$ cat src/dou_pkg.sv
/*
 * Package for the data operation unit: register offsets, field positions,
 * reset values and mode encodings.
 * Assumes a simple strobe register port with word addresses.
 */
package dou_pkg;
    // ==========================================================
    // register offsets (word index on the plain port)
    localparam logic [2:0] DOU_OFS_CONTROL   = 3'h0;
    localparam logic [2:0] DOU_OFS_STATUS    = 3'h1;
    localparam logic [2:0] DOU_OFS_STAT_CLR  = 3'h2;
    localparam logic [2:0] DOU_OFS_OPERAND   = 3'h3;
    localparam logic [2:0] DOU_OFS_REF_ZERO  = 3'h4;
    localparam logic [2:0] DOU_OFS_REF_ONE   = 3'h5;
    localparam logic [2:0] DOU_OFS_RESULT    = 3'h6;
    localparam int         DOU_ADDR_W        = 3;

    // ==========================================================
    // control field positions
    localparam int DOU_CTL_MODE_LSB  = 0;   // bits 1..0 operation mode
    localparam int DOU_CTL_SIZE_BIT  = 3;   // operation_size_select
    localparam int DOU_CTL_COND_LSB  = 4;   // bits 6..4 detect_condition_select
    localparam int DOU_CTL_IRQ_BIT   = 7;   // operation_irq_enable
    localparam int DOU_CTL_STOP_BIT  = 8;   // module stop
    localparam logic [8:0] DOU_CTL_RESET = 9'h100;  // stopped after reset

    // status bit positions
    localparam int DOU_ST_CMP   = 0;
    localparam int DOU_ST_OVF   = 1;
    localparam int DOU_ST_UDF   = 2;
    localparam int DOU_ST_BAD   = 3;

    // ==========================================================
    typedef enum logic [1:0] {
        DOU_OP_COMPARE  = 2'h0,
        DOU_OP_ADD      = 2'h1,
        DOU_OP_SUB      = 2'h2,
        DOU_OP_RSVD     = 2'h3
    } dou_op_t;

    typedef enum logic [2:0] {
        DOU_C_MISMATCH  = 3'h0,
        DOU_C_MATCH     = 3'h1,
        DOU_C_LESS      = 3'h2,
        DOU_C_GREATER   = 3'h3,
        DOU_C_INRANGE   = 3'h4,
        DOU_C_OUTRANGE  = 3'h5
    } dou_cond_t;

    typedef enum logic [1:0] {
        DOU_S_IDLE  = 2'b00,
        DOU_S_CALC  = 2'b01,
        DOU_S_DONE  = 2'b11
    } dou_state_t;
endpackage : dou_pkg

$ cat src/dou_op_if.sv
/*
 * Interface between the unit's register side and its arithmetic core.
 * Assumes both ends share clk_sys.
 */
`timescale 1ns/1ns
`default_nettype none
interface dou_op_if #(parameter int W = 32);
    logic [W-1:0] operand;
    logic [W-1:0] ref_zero;
    logic [W-1:0] ref_one;
    logic         wide;
    logic [1:0]   op;
    logic [2:0]   cond;
    logic [W-1:0] result;
    logic         hit;
    logic         ovf;
    logic         udf;
    logic         bad;
    modport ctrl (output operand, ref_zero, ref_one, wide, op, cond,
                  input result, hit, ovf, udf, bad);
    modport core (input operand, ref_zero, ref_one, wide, op, cond,
                  output result, hit, ovf, udf, bad);
endinterface : dou_op_if
`default_nettype wire

$ cat src/dou_core.sv
/*
 * Combinational compare/add/subtract core of the data operation unit.
 * Assumes the caller registers everything it drives and reads.
 */
`timescale 1ns/1ns
`default_nettype none
module dou_core
    import dou_pkg::*;
#(
    parameter int W = 32
) (
    dou_op_if.core  bus
);
    logic [W-1:0] a;
    logic [W-1:0] r0;
    logic [W-1:0] r1;
    logic [W:0]   sum;
    logic [W:0]   diff;

    // ==========================================================
    // narrow operands to 16 bits when the size bit is clear
    always_comb begin
        a  = bus.wide ? bus.operand  : {16'h0000, bus.operand[15:0]};
        r0 = bus.wide ? bus.ref_zero : {16'h0000, bus.ref_zero[15:0]};
        r1 = bus.wide ? bus.ref_one  : {16'h0000, bus.ref_one[15:0]};
        sum  = {1'b0, a} + {1'b0, r0};
        diff = {1'b0, a} - {1'b0, r0};
    end

    // carry out of bit 15 or bit 31 flags wrap
    always_comb begin
        bus.result = '0;
        bus.hit    = 1'b0;
        bus.ovf    = 1'b0;
        bus.udf    = 1'b0;
        bus.bad    = 1'b0;
        case (dou_op_t'(bus.op))
            DOU_OP_COMPARE: begin
                case (dou_cond_t'(bus.cond))
                    DOU_C_MISMATCH: bus.hit = (a != r0);
                    DOU_C_MATCH:    bus.hit = (a == r0);
                    DOU_C_LESS:     bus.hit = (a < r0);
                    DOU_C_GREATER:  bus.hit = (a > r0);
                    DOU_C_INRANGE:  bus.hit = (a > r0) && (a < r1);
                    DOU_C_OUTRANGE: bus.hit = (a < r0) || (a > r1);
                    default:        bus.bad = 1'b1;   // prohibited code
                endcase
                bus.result = a;
            end
            DOU_OP_ADD: begin
                bus.result = bus.wide ? sum[W-1:0] : {16'h0000, sum[15:0]};
                bus.ovf    = bus.wide ? sum[W] : sum[16];
            end
            DOU_OP_SUB: begin
                bus.result = bus.wide ? diff[W-1:0] : {16'h0000, diff[15:0]};
                bus.udf    = bus.wide ? diff[W] : diff[16];
            end
            default: bus.bad = 1'b1;
        endcase
    end
endmodule : dou_core
`default_nettype wire

$ cat src/dou_unit.sv
/*
 * Data operation unit: registers, operation sequencing, flags, interrupt
 * request and event output. Assumes a plain strobe register port whose
 * read data is consumed in the cycle after the read strobe.
 */
// Chosen here: the strobed register port and the register addresses.
`timescale 1ns/1ns
`default_nettype none
module dou_unit
    import dou_pkg::*;
#(
    parameter int W = 32
) (
    input  wire logic                  clk_sys,
    input  wire logic                  sys_rst,
    input  wire logic [DOU_ADDR_W-1:0] reg_addr,
    input  wire logic [31:0]           reg_wdata,
    input  wire logic                  reg_wr,
    input  wire logic                  reg_rd,
    output logic      [31:0]           reg_rdata,
    output logic                       irq_req,
    output logic                       event_out,
    output logic                       module_stopped
);
    logic [8:0]       control;
    logic [W-1:0]     operand;
    logic [W-1:0]     ref_zero;
    logic [W-1:0]     ref_one;
    logic [W-1:0]     result;
    logic [3:0]       status;
    dou_state_t       state;
    dou_state_t       next_state;
    logic [3:0]       event_set;
    logic             stop;
    logic             wr_ctl;
    logic             wr_opnd;
    logic             wr_clr;

    dou_op_if #(.W(W)) op_bus ();

    dou_core #(.W(W)) i_dou_core (
        .bus (op_bus.core)
    );

    // ==========================================================
    // register decode
    assign stop    = control[DOU_CTL_STOP_BIT];
    assign wr_ctl  = reg_wr && (reg_addr == DOU_OFS_CONTROL);
    assign wr_opnd = reg_wr && (reg_addr == DOU_OFS_OPERAND) && !stop;
    assign wr_clr  = reg_wr && (reg_addr == DOU_OFS_STAT_CLR);

    // control register; the stop bit stays writable while stopped
    always_ff @(posedge clk_sys or posedge sys_rst) begin
        if (sys_rst) begin
            control <= DOU_CTL_RESET;
        end else if (wr_ctl) begin
            control <= reg_wdata[8:0];
        end
    end

    // data registers are frozen in module stop to save power
    always_ff @(posedge clk_sys or posedge sys_rst) begin
        if (sys_rst) begin
            ref_zero <= '0;
            ref_one  <= '0;
        end else if (reg_wr && !stop) begin
            if (reg_addr == DOU_OFS_REF_ZERO) begin
                ref_zero <= reg_wdata[W-1:0];
            end
            if (reg_addr == DOU_OFS_REF_ONE) begin
                ref_one <= reg_wdata[W-1:0];
            end
        end
    end

    // operand write latches the value; the core evaluates next cycle
    always_ff @(posedge clk_sys or posedge sys_rst) begin
        if (sys_rst) begin
            operand <= '0;
        end else if (wr_opnd) begin
            operand <= reg_wdata[W-1:0];
        end
    end

    // ==========================================================
    // core inputs come straight from registers
    assign op_bus.operand  = operand;
    assign op_bus.ref_zero = ref_zero;
    assign op_bus.ref_one  = ref_one;
    assign op_bus.wide     = control[DOU_CTL_SIZE_BIT];
    assign op_bus.op       = control[DOU_CTL_MODE_LSB +: 2];
    assign op_bus.cond     = control[DOU_CTL_COND_LSB +: 3];

    // sequencer: one evaluation per operand write
    always_comb begin
        next_state = state;
        case (state)
            DOU_S_IDLE: if (wr_opnd) begin
                next_state = DOU_S_CALC;
            end
            // a write landing in the evaluation cycle must not be lost
            DOU_S_CALC: next_state = wr_opnd ? DOU_S_CALC : DOU_S_DONE;
            DOU_S_DONE: next_state = wr_opnd ? DOU_S_CALC : DOU_S_IDLE;
            default:    next_state = DOU_S_IDLE;
        endcase
        if (stop) begin
            next_state = DOU_S_IDLE;
        end
    end

    always_ff @(posedge clk_sys or posedge sys_rst) begin
        if (sys_rst) begin
            state <= DOU_S_IDLE;
        end else begin
            state <= next_state;
        end
    end

    // events sampled only in the evaluation cycle
    always_comb begin
        event_set = 4'h0;
        if (state == DOU_S_CALC) begin
            event_set[DOU_ST_CMP] = op_bus.hit;
            event_set[DOU_ST_OVF] = op_bus.ovf;
            event_set[DOU_ST_UDF] = op_bus.udf;
            event_set[DOU_ST_BAD] = op_bus.bad;
        end
    end

    // result register captures every evaluation
    always_ff @(posedge clk_sys or posedge sys_rst) begin
        if (sys_rst) begin
            result <= '0;
        end else if (state == DOU_S_CALC) begin
            result <= op_bus.result;
        end
    end

    // ==========================================================
    // sticky flags; a new event wins over a same-cycle clear
    genvar gi;
    generate
        for (gi = 0; gi < 4; gi++) begin : g_flag
            always_ff @(posedge clk_sys or posedge sys_rst) begin
                if (sys_rst) begin
                    status[gi] <= 1'b0;
                end else if (event_set[gi]) begin
                    status[gi] <= 1'b1;
                end else if (wr_clr && reg_wdata[gi]) begin
                    status[gi] <= 1'b0;
                end
            end
        end
    endgenerate

    // level request while any compare, overflow or underflow flag stands and enabled
    always_ff @(posedge clk_sys or posedge sys_rst) begin
        if (sys_rst) begin
            irq_req <= 1'b0;
        end else begin
            irq_req <= control[DOU_CTL_IRQ_BIT] &&
                       (|status[2:0] || |event_set[2:0]);
        end
    end

    // event link pulse is not gated by the interrupt enable
    always_ff @(posedge clk_sys or posedge sys_rst) begin
        if (sys_rst) begin
            event_out <= 1'b0;
        end else begin
            event_out <= |event_set[2:0];
        end
    end

    assign module_stopped = stop;

    // ==========================================================
    // read port; data valid the cycle after the strobe
    always_ff @(posedge clk_sys or posedge sys_rst) begin
        if (sys_rst) begin
            reg_rdata <= 32'h0000_0000;
        end else if (reg_rd) begin
            case (reg_addr)
                DOU_OFS_CONTROL:  reg_rdata <= {23'h000000, control};
                DOU_OFS_STATUS:   reg_rdata <= {28'h0000000, status};
                DOU_OFS_OPERAND:  reg_rdata <= 32'(operand);
                DOU_OFS_REF_ZERO: reg_rdata <= 32'(ref_zero);
                DOU_OFS_REF_ONE:  reg_rdata <= 32'(ref_one);
                DOU_OFS_RESULT:   reg_rdata <= 32'(result);
                default:          reg_rdata <= 32'h0000_0000;
            endcase
        end else begin
            reg_rdata <= 32'h0000_0000;
        end
    end
endmodule : dou_unit
`default_nettype wire

$ cat config.mk
export PLATFORM = sky130hd
export DESIGN_NAME = dou_unit
export DESIGN_NICKNAME = d
export VERILOG_FILES = /design/src/dou_pkg.sv /design/src/dou_op_if.sv /design/src/dou_core.sv /design/src/dou_unit.sv
export SDC_FILE = /design/constraint.sdc
export NUM_CORES = 1
export LEC_CHECK = 0
export ABC_AREA = 0
export BUFFER_PORTS_ARGS = -buffer_cell sky130_fd_sc_hd__buf_2
export CAP_MARGIN = 20
export CORE_MARGIN = 2
export CORE_UTILIZATION = 62
export DETAILED_ROUTE_END_ITERATION = 8
export GPL_ROUTABILITY_DRIVEN = 0
export GPL_TIMING_DRIVEN = 0
export MAX_ROUTING_LAYER = met4
export PLACE_DENSITY_LB_ADDON = 0.12
export SLEW_MARGIN = 0
export SYNTH_ARGS = -nofsm -noshare
export SYNTH_HDL_FRONTEND = slang
export SYNTH_SLANG_ARGS = --single-unit
$ cat constraint.sdc
create_clock -name clk_sys -period 6.5 [get_ports clk_sys]
set_input_delay 0.325 -clock clk_sys [delete_from_list [all_inputs] [get_ports clk_sys]]
set_output_delay 0.325 -clock clk_sys [all_outputs]
set_load 0.01 [all_outputs]
==> results.toml <==
[worst_hold_path]
hold_path_startpoint = "reg_wdata[12]"
hp-class = "in2reg"
hold_end = "op_bus.ref_one[12]"
holdPathStages = 3

[timing]
hold_viol = 0
finalSetupViolations = 0
period_share = 0.933
max_freq_mhz = 165
tightest_slew_ps = 998
relSlewSlack = 0.335
skew_ps = 11.5
rsz0062_at_grt = "no"
maxSlewViolCount = 0
period_needed_ps = 6060

[outcome]
status = "completed"

[power_and_ir_drop]
power_frac_clock = 0.191
peakVddDrop_mv = 0.256
intPower_mw = 3.09
power_leakage_nw = 6.26
total_power_mw = 5.56
seqPwrFrac = 0.308
power_switching_share = 0.444
switchingPower_mw = 2.47
pwr-share-comb = 0.501
power_density_nw_per_um2 = 400

[cts]
clock_latency_ps = 440
cts_buffers = 17
cts_sinks = 177
cts_root_buf = "clkbuf_16"
ctsResizeCount = 0
h-tree-depth = 4
cts_setup_buffers = 0
cts_buffer_depth = 2
clk_pin_slew_ps = 80
cts_hold_buffers = 1
cts_tree = "built"

[yosys]
ys_seq_area_frac = 0.353
synth.distinct_cells = 87
syn_nets = 1527
synth_top_area_frac = 0.351
yosys.area.top_type = "dfrtp_1"
yosys_warnings = 0
synthArstFlopShare = 1.00
synth-edff-count = 0
synth_area_um2 = 12600
synthCells = 1391
yosysMostFrequentCell = "dfrtp_1"
synth.area.top_cells = "dfrtp_1 (35%), ha_1 (9.5%), mux2_2 (8.1%), a21oi_1 (5.1%), a22oi_1 (3.8%)"
postSynthAreaPerCell_um2 = 9.02
synth_top_flop_cell = "dfrtp_1"
synth-seq-cells = 177
ys_top_cells_by_count = "dfrtp_1 (176), a21oi_1 (127), nand2_1 (124)"

[layout]
fin_util = 0.694
nFillCells = 1650
area_growth_pct = 10.8
finalNetCount = 1620
num_antenna_cells = 0
drive_above_1_share = 0.158

[die]
chipWidth_um = 146
initial_core_util = 0.626
fp.coreArea_um2 = 20000
die_h_um = 146
fp.dieArea_um2 = 21400
rows = 52
io_pins = 74

[critical_path]
crit_type = "reg2reg"
rr_worst_depth = 15
cp-end-kind = "register"
crit_start = "control[3]"
cp-start-kind = "register"
r2r-start = "control[3]"
cp.arrival_ps = 6370
critPathMaxFanout = 10
r2r-end = "irq_req"
r2r_setup_slack_ps = 440
worstPathRequired_ps = 6800

[global_routing]
track_usage = 0.376
overflow = 0
grt_pass1_vias = 11426
grt_max_degree = 103
grt_pass1_wl_mm = 61.3
antenna_found_initial = 0

[route]
firstDrtPassIters = 8
drt_wl_total_mm = 38.8
wl_per_cell_um = 22.0
drc = 0
num_vias = 11662
drt-initial-drc-count = 1208
ant_nets = 0
via_per_inst = 6.60

[placement]
io_buffer_count = 71
dp_hpwl_mm = 28.5

[job]
maxCapViolCount = 0
-- worst max-delay path by stage --
stage                                    end  slack [ps]
after detailed placement             irq_req         750
after global placement    op_bus.ref_one[11]        -490
after floorplan                   control[0]        1370
after CTS                            irq_req         690
final                                irq_req         440
after global routing                 irq_req         170
-- power by group through the flow --
stage               combinational (mW)  sequential [mW]  clock [mW]
floorplan                         2.06             1.62           0
global placement                  2.61             1.71           0
detailed placement                2.67             1.72           0
CTS                               2.71             1.70        1.07
global route                      3.05             1.74        1.11
finish                            2.78             1.71        1.06
-- layer usage --
metal,global-route usage,up-vias,routed length [um]
met5,-,-,0
met4,0.226,0,2540
met3,0.0666,166,3040
met2,0.588,585,18000
met1,0.458,5682,15200
li1,-,5229,-
-- placed cells by master (no fill, tap or decap), types with 6 or more instances in the layout --
cell type	synthesis	layout
a211oi_1	24	24
clkbuf_16	0	17
nand2_1	124	124
a311oi_1	8	8
and2_1	23	23
nor2_1	90	90
a31oi_1	7	7
o31ai_1	13	13
mux2i_1	12	12
a221oi_1	7	7
nor2b_1	18	18
nand4_1	12	12
o21bai_1	15	15
ha_1	95	95
xnor2_1	35	35
buf_2	9	80
nand2b_1	15	15
and3_1	9	9
mux2_2	90	90
a21o_1	11	11
dfrtp_1	176	176
buf_4	5	6
nor4_1	7	7
o21a_1	6	6
a21oi_1	127	127
nor3_1	18	18
clkbuf_1	54	54
a22oi_1	64	64
nand3_1	24	24
o21ai_0	76	76
inv_1	87	86
buf_1	18	18
-- cells by family after synthesis --
logic type                 after synthesis  synth area share
AOI/OAI and AO/OA                      436             0.236
xor gates and xnor gates                39            0.0272
adders and majority gates               97            0.0979
buffers and inverters                  174            0.0544
DFF                                    177             0.353
muxes                                  104            0.0939
and+or+nand+nor                        364             0.138
-- per-stage QoR --
stage          hold slack (ps)  TNS [ps]  setup slack [ps]  cells  cell area (um2)
2_1_floorplan              418         0              1370   1391            12600
3_3_place_gp               458    -83320              -491   1732            13200
3_5_place_dp               406         0               746   1734            13300
4_1_cts                    110         0               692   1767            13900
5_1_grt                    126         0               173   1767            13900
6_report                   106         0               436   1767            13900
-- state kept, by name, indices dropped and copies added (netlist names) --
register         flops
control              9
event_out            1
irq_req              1
op_bus.operand      32
op_bus.ref_one      32
op_bus.ref_zero     32
reg_rdata           32
result              32
state                2
status               4
-- final cells by class --
cell class / count / area (um2) / share of cell area
buffer: 86 / 353 / 0.0254
clock buffer: 18 / 439 / 0.0316
clock inverter: 14 / 168 / 0.0121
inverter: 88 / 338 / 0.0243
multi-input combinational: 1040 / 7440 / 0.535
sequential: 177 / 4430 / 0.319
tap: 270 / 338 / 0.0243
timing repair buffer: 74 / 400 / 0.0288
-- critical path: stages (launching register included) --
cell and delay [ps]:
dfrtp_1 460, clkbuf_1 380, clkbuf_1 470, clkbuf_1 580
clkbuf_1 540, nand2_1 110, ha_1 320, nand4_1 310
nor4_1 660, nand2_1 230, nor4_1 710, a21oi_1 200
a41o_1 300, a31o_2 200, a21oi_1 270, a41oi_1 150
No activity file was read; power rests on OpenSTA's default activity.
